$ cat config.mk
export PLATFORM = sky130hd
export DESIGN_NAME = dao_output_control
export DESIGN_NICKNAME = d
export VERILOG_FILES = /design/src/core/dao_pkg.sv /design/src/core/dao_output_control.sv /design/src/core/dao_pipe.sv
export VERILOG_INCLUDE_DIRS = /design/src /design/src/core
export SDC_FILE = /design/constraint.sdc
export NUM_CORES = 1
export LEC_CHECK = 0
export BUFFER_PORTS_ARGS = -buffer_cell sky130_fd_sc_hd__buf_2
export CORE_MARGIN = 2
export CORE_UTILIZATION = 45
export CTS_BUF_LIST = sky130_fd_sc_hd__clkbuf_4 sky130_fd_sc_hd__clkbuf_8
export DETAILED_ROUTE_END_ITERATION = 8
export PLACE_DENSITY = 0.67
export SLEW_MARGIN = 20
export SYNTH_ARGS = -nofsm -noshare
export SYNTH_HDL_FRONTEND = slang
export SYNTH_SLANG_ARGS = --single-unit
$ cat constraint.sdc
create_clock -name clk -period 1.8 [get_ports clk]
set_clock_uncertainty 0.15 [all_clocks]
set_input_delay 0.36 -clock clk [delete_from_list [all_inputs] [get_ports clk]]
set_output_delay 0.36 -clock clk [all_outputs]
set_load 0.02 [all_outputs]
$ cat src/core/dao_defines.svh
`ifndef DAO_DEFINES_SVH
`define DAO_DEFINES_SVH

`define DAO_LATENCY 5
`define DAO_WORD_W 12
`define DAO_CNT_W 16

`define DAO_OFF_CTRL 8'h00
`define DAO_OFF_STATE 8'h04
`define DAO_OFF_IRQ_STS 8'h08
`define DAO_OFF_IRQ_MASK 8'h0c
`define DAO_OFF_LAST_A 8'h10
`define DAO_OFF_LAST_B 8'h14
`define DAO_OFF_CNT_A 8'h18
`define DAO_OFF_CNT_B 8'h1c

`define DAO_CTRL_RUN_BIT 0
`define DAO_CTRL_RST 1'h1
`define DAO_MASK_RST 5'h00
`define DAO_STS_RST 5'h00
`define DAO_CNT_RST 16'h0000

`define DAO_EV_W 5
`define DAO_EV_WORD_A 0
`define DAO_EV_WORD_B 1
`define DAO_EV_RANGE_A 2
`define DAO_EV_RANGE_B 3
`define DAO_EV_MODE 4

`define DAO_ST_PWR_A_LSB 0
`define DAO_ST_PWR_B_LSB 4
`define DAO_ST_SWAP_BIT 8
`define DAO_ST_TWOS_BIT 9
`define DAO_ST_STAB_BIT 10

`define DAO_MODE_GND 2'h0
`define DAO_MODE_THIRD 2'h1
`define DAO_MODE_TWO_THIRDS 2'h2
`define DAO_MODE_FULL 2'h3

`define DAO_PINS_RST 9'h030
`define DAO_CODE_MAX 12'hfff
`define DAO_CODE_MIN 12'h000

`endif

$ cat src/core/dao_pkg.sv
`include "dao_defines.svh"

package dao_pkg;

  typedef enum logic [3:0] {
    DAO_PWR_NORMAL = 4'h1,
    DAO_PWR_HIZ = 4'h2,
    DAO_PWR_NAP = 4'h4,
    DAO_PWR_SLEEP = 4'h8
  } dao_pwr_e;

  typedef struct packed {
    logic flag;
    logic [`DAO_WORD_W-1:0] code;
  } dao_word_s;

  typedef struct packed {
    logic swap;
    logic [1:0] mode;
    logic oe_n_b;
    logic oe_n_a;
    logic pd_b;
    logic pd_a;
    logic clk_b;
    logic clk_a;
  } dao_pins_s;

  typedef struct packed {
    logic rd;
    logic wr;
    logic mapped;
    logic [7:0] addr;
  } dao_bus_req_s;

endpackage

$ cat src/core/dao_output_control.sv
`timescale 1ns/1ns
`include "dao_defines.svh"

module dao_output_control #(
  parameter int LATENCY = `DAO_LATENCY
) (
  input wire logic clk, // 10 MHz system clock
  input wire logic rst_b, // Async reset, active low
  input wire logic ce, // Clock enable, freezes all state
  input wire logic hsel, // AHB slave select
  input wire logic [31:0] haddr, // AHB address
  input wire logic [1:0] htrans, // AHB transfer type
  input wire logic hwrite, // AHB write
  input wire logic [2:0] hsize, // AHB size, word only
  input wire logic [31:0] hwdata, // AHB write data
  input wire logic hready, // AHB bus ready
  output logic hreadyout, // AHB slave ready
  output logic hresp, // AHB response, always OKAY
  output logic [31:0] hrdata, // AHB read data
  input wire logic chan_a_sample_clock, // Channel A sample clock pin
  input wire logic chan_b_sample_clock, // Channel B sample clock pin
  input wire logic chan_a_power_down, // Channel A shutdown pin
  input wire logic chan_b_power_down, // Channel B shutdown pin
  input wire logic chan_a_output_enable_n, // Channel A output enable, low
  input wire logic chan_b_output_enable_n, // Channel B output enable, low
  input wire logic output_swap_select, // High: straight, low: swapped
  input wire logic [1:0] mode_level, // Four-level mode pin, coded
  input wire logic [`DAO_WORD_W-1:0] chan_a_code, // Channel A quantizer code
  input wire logic chan_a_over, // Channel A above range
  input wire logic chan_a_under, // Channel A below range
  input wire logic [`DAO_WORD_W-1:0] chan_b_code, // Channel B quantizer code
  input wire logic chan_b_over, // Channel B above range
  input wire logic chan_b_under, // Channel B below range
  output logic [`DAO_WORD_W-1:0] bus_a_data, // Bus A word
  output logic bus_a_range_flag, // Bus A range flag
  output logic bus_a_oe, // Bus A drive enable, high drives
  output logic [`DAO_WORD_W-1:0] bus_b_data, // Bus B word
  output logic bus_b_range_flag, // Bus B range flag
  output logic bus_b_oe, // Bus B drive enable, high drives
  output logic duty_stabilizer_on, // Clock duty stabilizer enable
  output logic irq // Level interrupt
);

  function automatic dao_pkg::dao_pwr_e pwr_of(input logic pd, input logic oe_n);
    case ({pd, oe_n})
      2'b00: pwr_of = dao_pkg::DAO_PWR_NORMAL;
      2'b01: pwr_of = dao_pkg::DAO_PWR_HIZ;
      2'b10: pwr_of = dao_pkg::DAO_PWR_NAP;
      default: pwr_of = dao_pkg::DAO_PWR_SLEEP;
    endcase
  endfunction

  function automatic logic twos_of(input logic [1:0] mode);
    case (mode)
      `DAO_MODE_GND: twos_of = 1'b0;
      `DAO_MODE_THIRD: twos_of = 1'b0;
      `DAO_MODE_TWO_THIRDS: twos_of = 1'b1;
      default: twos_of = 1'b1;
    endcase
  endfunction

  function automatic logic stab_of(input logic [1:0] mode);
    case (mode)
      `DAO_MODE_GND: stab_of = 1'b0;
      `DAO_MODE_THIRD: stab_of = 1'b1;
      `DAO_MODE_TWO_THIRDS: stab_of = 1'b1;
      default: stab_of = 1'b0;
    endcase
  endfunction

  function automatic dao_pkg::dao_word_s clamp(input logic [`DAO_WORD_W-1:0] code, input logic over,
                                               input logic under);
    clamp.flag = over | under;
    clamp.code = over ? `DAO_CODE_MAX : (under ? `DAO_CODE_MIN : code);
  endfunction

  // Inverting after the clamp keeps clamped codes at the coded extremes
  function automatic dao_pkg::dao_word_s fmt(input dao_pkg::dao_word_s w, input logic twos);
    fmt = w;
    fmt.code[`DAO_WORD_W-1] = w.code[`DAO_WORD_W-1] ^ twos;
  endfunction

  // Pin synchroniser: three stages, a level counts once stages two and three agree
  dao_pkg::dao_pins_s pins_in;
  dao_pkg::dao_pins_s s1_q;
  dao_pkg::dao_pins_s s2_q;
  dao_pkg::dao_pins_s s3_q;
  dao_pkg::dao_pins_s filt_q;
  dao_pkg::dao_pins_s filt_d;
  logic edge_a;
  logic edge_b;

  assign pins_in = '{swap: output_swap_select, mode: mode_level,
                     oe_n_b: chan_b_output_enable_n, oe_n_a: chan_a_output_enable_n,
                     pd_b: chan_b_power_down, pd_a: chan_a_power_down,
                     clk_b: chan_b_sample_clock, clk_a: chan_a_sample_clock};

  always_comb begin
    for (int i = 0; i < $bits(filt_d); i++) begin
      filt_d[i] = (s2_q[i] == s3_q[i]) ? s3_q[i] : filt_q[i];
    end
  end

  always_ff @(posedge clk or negedge rst_b) begin
    if (!rst_b) begin
      s1_q <= `DAO_PINS_RST;
      s2_q <= `DAO_PINS_RST;
      s3_q <= `DAO_PINS_RST;
      filt_q <= `DAO_PINS_RST;
    end else if (ce) begin
      s1_q <= pins_in;
      s2_q <= s1_q;
      s3_q <= s2_q;
      filt_q <= filt_d;
    end
  end

  assign edge_a = filt_d.clk_a & ~filt_q.clk_a;
  assign edge_b = filt_d.clk_b & ~filt_q.clk_b;

  // Power state and conversion per channel
  dao_pkg::dao_pwr_e pwr_a_q;
  dao_pkg::dao_pwr_e pwr_b_q;
  dao_pkg::dao_pwr_e pwr_a_d;
  dao_pkg::dao_pwr_e pwr_b_d;
  logic run_q;
  logic conv_a;
  logic conv_b;
  logic adv_a;
  logic adv_b;
  dao_pkg::dao_word_s word_a;
  dao_pkg::dao_word_s word_b;
  logic stb_a;
  logic stb_b;

  always_comb begin
    pwr_a_d = pwr_of(filt_d.pd_a, filt_d.oe_n_a);
    pwr_b_d = pwr_of(filt_d.pd_b, filt_d.oe_n_b);
  end

  always_ff @(posedge clk or negedge rst_b) begin
    if (!rst_b) begin
      pwr_a_q <= dao_pkg::DAO_PWR_HIZ;
      pwr_b_q <= dao_pkg::DAO_PWR_HIZ;
    end else if (ce) begin
      pwr_a_q <= pwr_a_d;
      pwr_b_q <= pwr_b_d;
    end
  end

  // Nap and sleep stop the pipe; high impedance alone keeps it running
  assign conv_a = run_q && (pwr_a_q == dao_pkg::DAO_PWR_NORMAL || pwr_a_q == dao_pkg::DAO_PWR_HIZ);
  assign conv_b = run_q && (pwr_b_q == dao_pkg::DAO_PWR_NORMAL || pwr_b_q == dao_pkg::DAO_PWR_HIZ);
  assign adv_a = edge_a & conv_a;
  assign adv_b = edge_b & conv_b;

  dao_pipe #(.WIDTH(`DAO_WORD_W + 1), .LAT(LATENCY)) u_pipe_a (
    .clk(clk),
    .rst_b(rst_b),
    .ce(ce),
    .adv(adv_a),
    .wdata(clamp(chan_a_code, chan_a_over, chan_a_under)),
    .rdata_q(word_a),
    .stb_q(stb_a)
  );

  dao_pipe #(.WIDTH(`DAO_WORD_W + 1), .LAT(LATENCY)) u_pipe_b (
    .clk(clk),
    .rst_b(rst_b),
    .ce(ce),
    .adv(adv_b),
    .wdata(clamp(chan_b_code, chan_b_over, chan_b_under)),
    .rdata_q(word_b),
    .stb_q(stb_b)
  );

  // Output buses
  dao_pkg::dao_word_s bus_a_q;
  dao_pkg::dao_word_s bus_b_q;
  dao_pkg::dao_word_s bus_a_d;
  dao_pkg::dao_word_s bus_b_d;
  logic oe_a_q;
  logic oe_b_q;
  logic oe_a_d;
  logic oe_b_d;
  logic twos_q;
  logic stab_q;
  logic drv_a;
  logic drv_b;

  assign drv_a = (pwr_a_q == dao_pkg::DAO_PWR_NORMAL);
  assign drv_b = (pwr_b_q == dao_pkg::DAO_PWR_NORMAL);

  always_comb begin
    if (filt_q.swap) begin
      bus_a_d = fmt(word_a, twos_q);
      bus_b_d = fmt(word_b, twos_q);
      oe_a_d = drv_a;
      oe_b_d = drv_b;
    end else begin
      bus_a_d = fmt(word_b, twos_q);
      bus_b_d = fmt(word_a, twos_q);
      oe_a_d = drv_b;
      oe_b_d = drv_a;
    end
  end

  always_ff @(posedge clk or negedge rst_b) begin
    if (!rst_b) begin
      bus_a_q <= '0;
      bus_b_q <= '0;
      oe_a_q <= 1'b0;
      oe_b_q <= 1'b0;
      twos_q <= 1'b0;
      stab_q <= 1'b0;
    end else if (ce) begin
      bus_a_q <= bus_a_d;
      bus_b_q <= bus_b_d;
      oe_a_q <= oe_a_d;
      oe_b_q <= oe_b_d;
      twos_q <= twos_of(filt_q.mode);
      stab_q <= stab_of(filt_q.mode);
    end
  end

  assign bus_a_data = bus_a_q.code;
  assign bus_a_range_flag = bus_a_q.flag;
  assign bus_a_oe = oe_a_q;
  assign bus_b_data = bus_b_q.code;
  assign bus_b_range_flag = bus_b_q.flag;
  assign bus_b_oe = oe_b_q;
  assign duty_stabilizer_on = stab_q;

  // AHB-Lite slave: writes take no wait, reads one wait so read data come from a flop
  dao_pkg::dao_bus_req_s req_q;
  dao_pkg::dao_bus_req_s req_d;
  logic take;
  logic hready_q;
  logic hready_d;
  logic [31:0] hrdata_q;
  logic [31:0] hrdata_d;
  logic run_d;
  logic [`DAO_EV_W-1:0] mask_q;
  logic [`DAO_EV_W-1:0] mask_d;
  logic [`DAO_EV_W-1:0] sts_q;
  logic [`DAO_EV_W-1:0] sts_d;
  logic [`DAO_EV_W-1:0] clr;
  logic [`DAO_EV_W-1:0] ev;
  logic [`DAO_CNT_W-1:0] cnt_a_q;
  logic [`DAO_CNT_W-1:0] cnt_b_q;
  logic [`DAO_CNT_W-1:0] cnt_a_d;
  logic [`DAO_CNT_W-1:0] cnt_b_d;
  logic irq_q;
  logic [31:0] state_word;

  assign take = hsel & hready & htrans[1];

  assign state_word = {21'h000000, stab_q, twos_q, filt_q.swap, pwr_b_q, pwr_a_q};

  always_comb begin
    ev = '0;
    ev[`DAO_EV_WORD_A] = stb_a;
    ev[`DAO_EV_WORD_B] = stb_b;
    ev[`DAO_EV_RANGE_A] = stb_a & word_a.flag;
    ev[`DAO_EV_RANGE_B] = stb_b & word_b.flag;
    ev[`DAO_EV_MODE] = (filt_d.mode != filt_q.mode);
  end

  always_comb begin
    req_d.rd = take & ~hwrite;
    req_d.wr = take & hwrite;
    req_d.mapped = (haddr[31:8] == 24'h000000) && (haddr[1:0] == 2'h0);
    req_d.addr = haddr[7:0];
    hready_d = ~(take & ~hwrite);
    hrdata_d = hrdata_q;
    run_d = run_q;
    mask_d = mask_q;
    clr = '0;
    cnt_a_d = stb_a ? cnt_a_q + 16'h0001 : cnt_a_q;
    cnt_b_d = stb_b ? cnt_b_q + 16'h0001 : cnt_b_q;
    if (req_q.rd) begin
      hrdata_d = 32'h00000000;
      if (req_q.mapped) begin
        case (req_q.addr)
          `DAO_OFF_CTRL: hrdata_d = {31'h00000000, run_q};
          `DAO_OFF_STATE: hrdata_d = state_word;
          `DAO_OFF_IRQ_STS: hrdata_d = {27'h0000000, sts_q};
          `DAO_OFF_IRQ_MASK: hrdata_d = {27'h0000000, mask_q};
          `DAO_OFF_LAST_A: hrdata_d = {19'h00000, word_a};
          `DAO_OFF_LAST_B: hrdata_d = {19'h00000, word_b};
          `DAO_OFF_CNT_A: hrdata_d = {16'h0000, cnt_a_q};
          `DAO_OFF_CNT_B: hrdata_d = {16'h0000, cnt_b_q};
          default: hrdata_d = 32'h00000000;
        endcase
      end
    end
    if (req_q.wr && req_q.mapped) begin
      case (req_q.addr)
        `DAO_OFF_CTRL: run_d = hwdata[`DAO_CTRL_RUN_BIT];
        `DAO_OFF_IRQ_STS: clr = hwdata[`DAO_EV_W-1:0];
        `DAO_OFF_IRQ_MASK: mask_d = hwdata[`DAO_EV_W-1:0];
        `DAO_OFF_CNT_A: cnt_a_d = `DAO_CNT_RST;
        `DAO_OFF_CNT_B: cnt_b_d = `DAO_CNT_RST;
        default: run_d = run_q;
      endcase
    end
    // A new event beats a clear in the same cycle
    sts_d = (sts_q & ~clr) | ev;
  end

  always_ff @(posedge clk or negedge rst_b) begin
    if (!rst_b) begin
      req_q <= '0;
      hready_q <= 1'b1;
      hrdata_q <= 32'h00000000;
      run_q <= `DAO_CTRL_RST;
      mask_q <= `DAO_MASK_RST;
      sts_q <= `DAO_STS_RST;
      cnt_a_q <= `DAO_CNT_RST;
      cnt_b_q <= `DAO_CNT_RST;
      irq_q <= 1'b0;
    end else if (ce) begin
      req_q <= req_d;
      hready_q <= hready_d;
      hrdata_q <= hrdata_d;
      run_q <= run_d;
      mask_q <= mask_d;
      sts_q <= sts_d;
      cnt_a_q <= cnt_a_d;
      cnt_b_q <= cnt_b_d;
      irq_q <= |(sts_q & mask_q);
    end
  end

  assign hreadyout = hready_q;
  assign hresp = 1'b0 & hready_q;
  assign hrdata = hrdata_q;
  assign irq = irq_q;
endmodule

$ cat src/core/dao_pipe.sv
`timescale 1ns/1ns
`include "dao_defines.svh"

module dao_pipe #(
  parameter int WIDTH = `DAO_WORD_W + 1,
  parameter int LAT = `DAO_LATENCY
) (
  input wire logic clk, // System clock
  input wire logic rst_b, // Async reset, active low
  input wire logic ce, // Clock enable
  input wire logic adv, // One sample clock edge
  input wire logic [WIDTH-1:0] wdata, // Word taken at this edge
  output logic [WIDTH-1:0] rdata_q, // Word from LAT edges ago
  output logic stb_q // Pulse: rdata_q renewed
);

  logic [WIDTH-1:0] mem_q [LAT];
  logic [WIDTH-1:0] mem_d [LAT];
  logic [LAT-1:0] vld_q;
  logic [LAT-1:0] vld_d;
  logic [WIDTH-1:0] rdata_d;
  logic stb_d;

  // Stages move only on sample edges, so latency is in sample clocks
  always_comb begin
    mem_d = mem_q;
    vld_d = vld_q;
    rdata_d = rdata_q;
    stb_d = 1'b0;
    if (adv) begin
      mem_d[0] = wdata;
      vld_d[0] = 1'b1;
      for (int i = 1; i < LAT; i++) begin
        mem_d[i] = mem_q[i-1];
        vld_d[i] = vld_q[i-1];
      end
      rdata_d = mem_q[LAT-1];
      stb_d = vld_q[LAT-1];
    end
  end

  always_ff @(posedge clk or negedge rst_b) begin
    if (!rst_b) begin
      for (int i = 0; i < LAT; i++) begin
        mem_q[i] <= '0;
      end
      vld_q <= '0;
      rdata_q <= '0;
      stb_q <= 1'b0;
    end else if (ce) begin
      mem_q <= mem_d;
      vld_q <= vld_d;
      rdata_q <= rdata_d;
      stb_q <= stb_d;
    end
  end

  logic [3:0] fill_q;

  always_ff @(posedge clk or negedge rst_b) begin
    if (!rst_b) begin
      fill_q <= 4'h0;
    end else if (ce && adv && fill_q < 4'(LAT)) begin
      fill_q <= fill_q + 4'h1;
    end
  end
endmodule

==> reports/qor.json <==
{
  "status": "finished with violations",
  "failed_checks": "setup timing",
  "placed_cell_area_mm2": 0.01547,
  "slew_violations": 0,
  "num_antenna_cells": 0,
  "detail_route.drc_violations": 0,
  "drt-pass1-iter-count": 5,
  "boundaryPins": 176,
  "unrepaired_setup_endpoints_after_global_routing": "yes",
  "worst_path_largest_cell_delay_ps": 400,
  "detail_route.wl_per_cell_um": 17.42,
  "max-clock-path-buffers": 3,
  "slew-limit-headroom_pct": 58.82,
  "first_pass_grt_wire_length_um": 51450,
  "post-route-min-period_ps": 2010,
  "start_kind": "flip-flop",
  "edff_count_synth": 0,
  "grt_usage_pct": 20.38,
  "gp_congestion": 0.8758,
  "timing.hold.worst.class": "in -> reg",
  "netlist_area_mm2": 0.01375,
  "hpwlAfterDp_um": 21070,
  "grt_max_degree": 57,
  "fp.dieH_um": 178.8,
  "register_area_mm2": 0.007874,
  "worst_path_dominant_cell_family": "simple AND/OR/NAND/NOR gates",
  "grt_pass1_vias": 10160,
  "cell_repeated_most_along_the_worst_path": "buf_12",
  "worst_ep_required_ps": 2080,
  "filler_cell_count": 2369,
  "crit_buf_inv": 2,
  "timing.hold.worst.start": "htrans[1]",
  "port_buffers": 127,
  "synthCells": 1128,
  "area_overhead_of_the_layout_relative_to_synthesis_pct": 30.78,
  "timing_limited_maximum_frequency_ghz": 0.4975,
  "timing.critical_path.from": "filt_q[0]",
  "layout.cells.most_common": "dfrtp_1",
  "setup.worst_path.class": "reg -> reg",
  "path_cells": "or3_4 -> nor3_4 -> buf_12 -> buf_12 -> mux2_2",
  "max_cap_viol_count": 0,
  "drt_iter0_markers": 615,
  "top_ff_cell_synth": "dfrtp_1",
  "worst_pin_slew_ps": 617.6,
  "cts_tree": "done",
  "ys_seq_elements": 314,
  "number_of_cts_inserted_buffers": 51,
  "core-area_mm2": 0.02987,
  "postRouteWirelength_um": 32270,
  "layout.cell_area.non_filler_mm2": 0.01798,
  "grt_antenna_before_repair": 0,
  "setup_viol": 202,
  "synth_cell_types": 61,
  "cellLeakagePower_nw": 8.444,
  "insertion_delay_ps": 560,
  "synthesis.area_per_instance_um2": 12.19,
  "placement_rows": 63,
  "cts_root_buf": "clkbuf_8",
  "die-area_mm2": 0.03197,
  "ir_drop_worst_case_vdd_mv": 0.5245,
  "worst_setup_path_end_kind": "flip-flop",
  "r2r_start": "filt_q[0]",
  "route.detailed.vias_per_inst": 5.250,
  "synth_async_sr_flop_share_pct": 100.0,
  "fin_nets": 1547,
  "route.vias.total": 9728,
  "worstPathArrival_ps": 2290,
  "clock_tree.htree_level_count": 2,
  "report.power.total_mw": 16.08,
  "post_route_cells_drive_above_1_share_pct": 40.60,
  "final_cell_mix": "dfrtp_1, buf_2, mux2_2",
  "worst_path_max_delay_cell": "or3_4",
  "power.density_mw_per_mm2": 894.5,
  "tritoncts_num_sinks": 314,
  "route.antenna.remaining_nets": 0,
  "ys.warnings.count": 0,
  "final_setup_margin_ps": -209.9,
  "finalCritPeriodShare_pct": 111.7,
  "multi_input_area_mm2": 0.005874,
  "clk_transition_reported_paths_ps": 60,
  "worst-path-max-fanout": 22,
  "portion_of_the_post_synthesis_area_used_by_sequential_elements_pct": 57.26,
  "hold_viol_final": 0,
  "total_congestion_overflow": 0,
  "start_util_pct": 46.02,
  "fp.dieW_um": 178.8
}
-- worst min-delay path, cell delays in order --
cell and delay (ps):
buf_2 100, nand3_1 140, o22ai_1 100
-- registers in the layout, indices dropped and copies added, names as in the netlist, 11 cells and up --
| name | cells |
|---|---|
| u_pipe_a.mem_q | 65 |
| u_pipe_b.mem_q | 65 |
| cnt_a_q | 16 |
| cnt_b_q | 16 |
| hrdata | 16 |
| u_pipe_a.rdata_q | 13 |
| u_pipe_b.rdata_q | 13 |
| bus_a_data | 12 |
| bus_b_data | 12 |
| req_q | 11 |
-- per-layer routing --
| layer | global-route usage [%] | share of wire [%] |
|---|---|---|
| met3 | 3.329 | 4.6 |
| met5 | 0 | 0 |
| met4 | 6.233 | 2.5 |
| met2 | 34.44 | 49 |
| met1 | 26.99 | 44 |
-- cell families (layout without fill, tap and decap cells) --
family | count (synthesis) | count (layout) | share of synthesized area (%)
flops | 314 | 314 | 57.26
simple gates | 270 | 270 | 10.09
mux | 239 | 239 | 19.39
compound gates | 166 | 166 | 7.107
buf+inv | 104 | 423 | 3.813
xor+xnor | 26 | 26 | 1.656
fa+ha+maj | 8 | 8 | 0.6552
other cells | 1 | 17 | 0.02727
-- through the flow --
step                TNS (ps)  instances  util (%)  worst slack [ps]  hold slack, ps
detailed placement    -33780       1677     51.79            -220.0           149.5
finish                -31730       1853     60.19            -209.9           49.31
CTS                   -33810       1846     59.16            -240.1           10.05
global route          -46590       1853     60.19            -282.1           23.78
floorplan             -12040       1144         -            -96.89          -85.59
global placement      -29640       1677     51.79            -196.6           150.1
-- report_power, final --
part	leakage (nW)	internal (mW)	switching, mW	total, mW
logic	3.70	0.984	1.08	2.06
registers	4.19	7.46	0.323	7.78
clock network	0.550	3.55	2.69	6.24
total	8.44	12.0	4.09	16.1
-- final timing paths --
check / endpoint / slack [ps] / depth (start not counted)
max: u_pipe_a.rdata_q[10] / -210 / 5
max in group asynchronous: u_pipe_a.mem_q[26] / 680 / 3
min reg2reg: u_pipe_a.vld_q[0] / 310 / 1
min in group asynchronous: cnt_b_q[12] / 160 / 2
max reg2reg: u_pipe_a.rdata_q[10] / -210 / 5
min: req_q[10] / 50 / 3
-- cells in the mapped netlist (5+ instances only) --
cell type | number | area (um^2)
nand2_1 | 53 | 198.9
or3_1 | 7 | 43.79
o22ai_1 | 6 | 37.54
buf_4 | 24 | 180.2
dfstp_2 | 12 | 315.3
o211ai_1 | 6 | 45.04
o21ai_0 | 18 | 90.09
inv_1 | 23 | 86.33
mux2_2 | 186 | 2095
dfrtp_1 | 302 | 7557
nand4_1 | 15 | 93.84
nand3_1 | 20 | 100.1
o2bb2ai_1 | 6 | 52.55
buf_2 | 29 | 145.1
nor3_1 | 9 | 45.04
xor2_1 | 5 | 43.79
nor2_1 | 103 | 386.6
nand2b_1 | 12 | 75.07
or2_2 | 5 | 31.28
a21oi_1 | 98 | 490.5
nor4_1 | 13 | 81.33
a22oi_1 | 9 | 67.56
xnor2_1 | 21 | 183.9
mux2i_1 | 47 | 470.5
a22o_1 | 8 | 70.07
clkbuf_1 | 23 | 86.33
-- what timing repair did --
action / in CTS / in global routing
hold buffers: 67 / 1
buffers inserted: 13 / 6
gates cloned: 5 / 5
setup endpoints to repair: 201 / 221
resized for setup: 71 / 70
endpoints found under the hold margin: 360 / 1
pin swaps: 25 / 19
-- cell type report --
cell class | instances | share of cell area (%)
clock buffers | 81 | 5.434
clock inverters | 4 | 0.2992
multi-input cells | 726 | 32.67
flip-flops and latches | 314 | 43.79
repair buffers | 315 | 14.62
inverters | 23 | 0.4801
well taps | 390 | 2.714
Note: power is estimated with default switching activity, not from simulation.
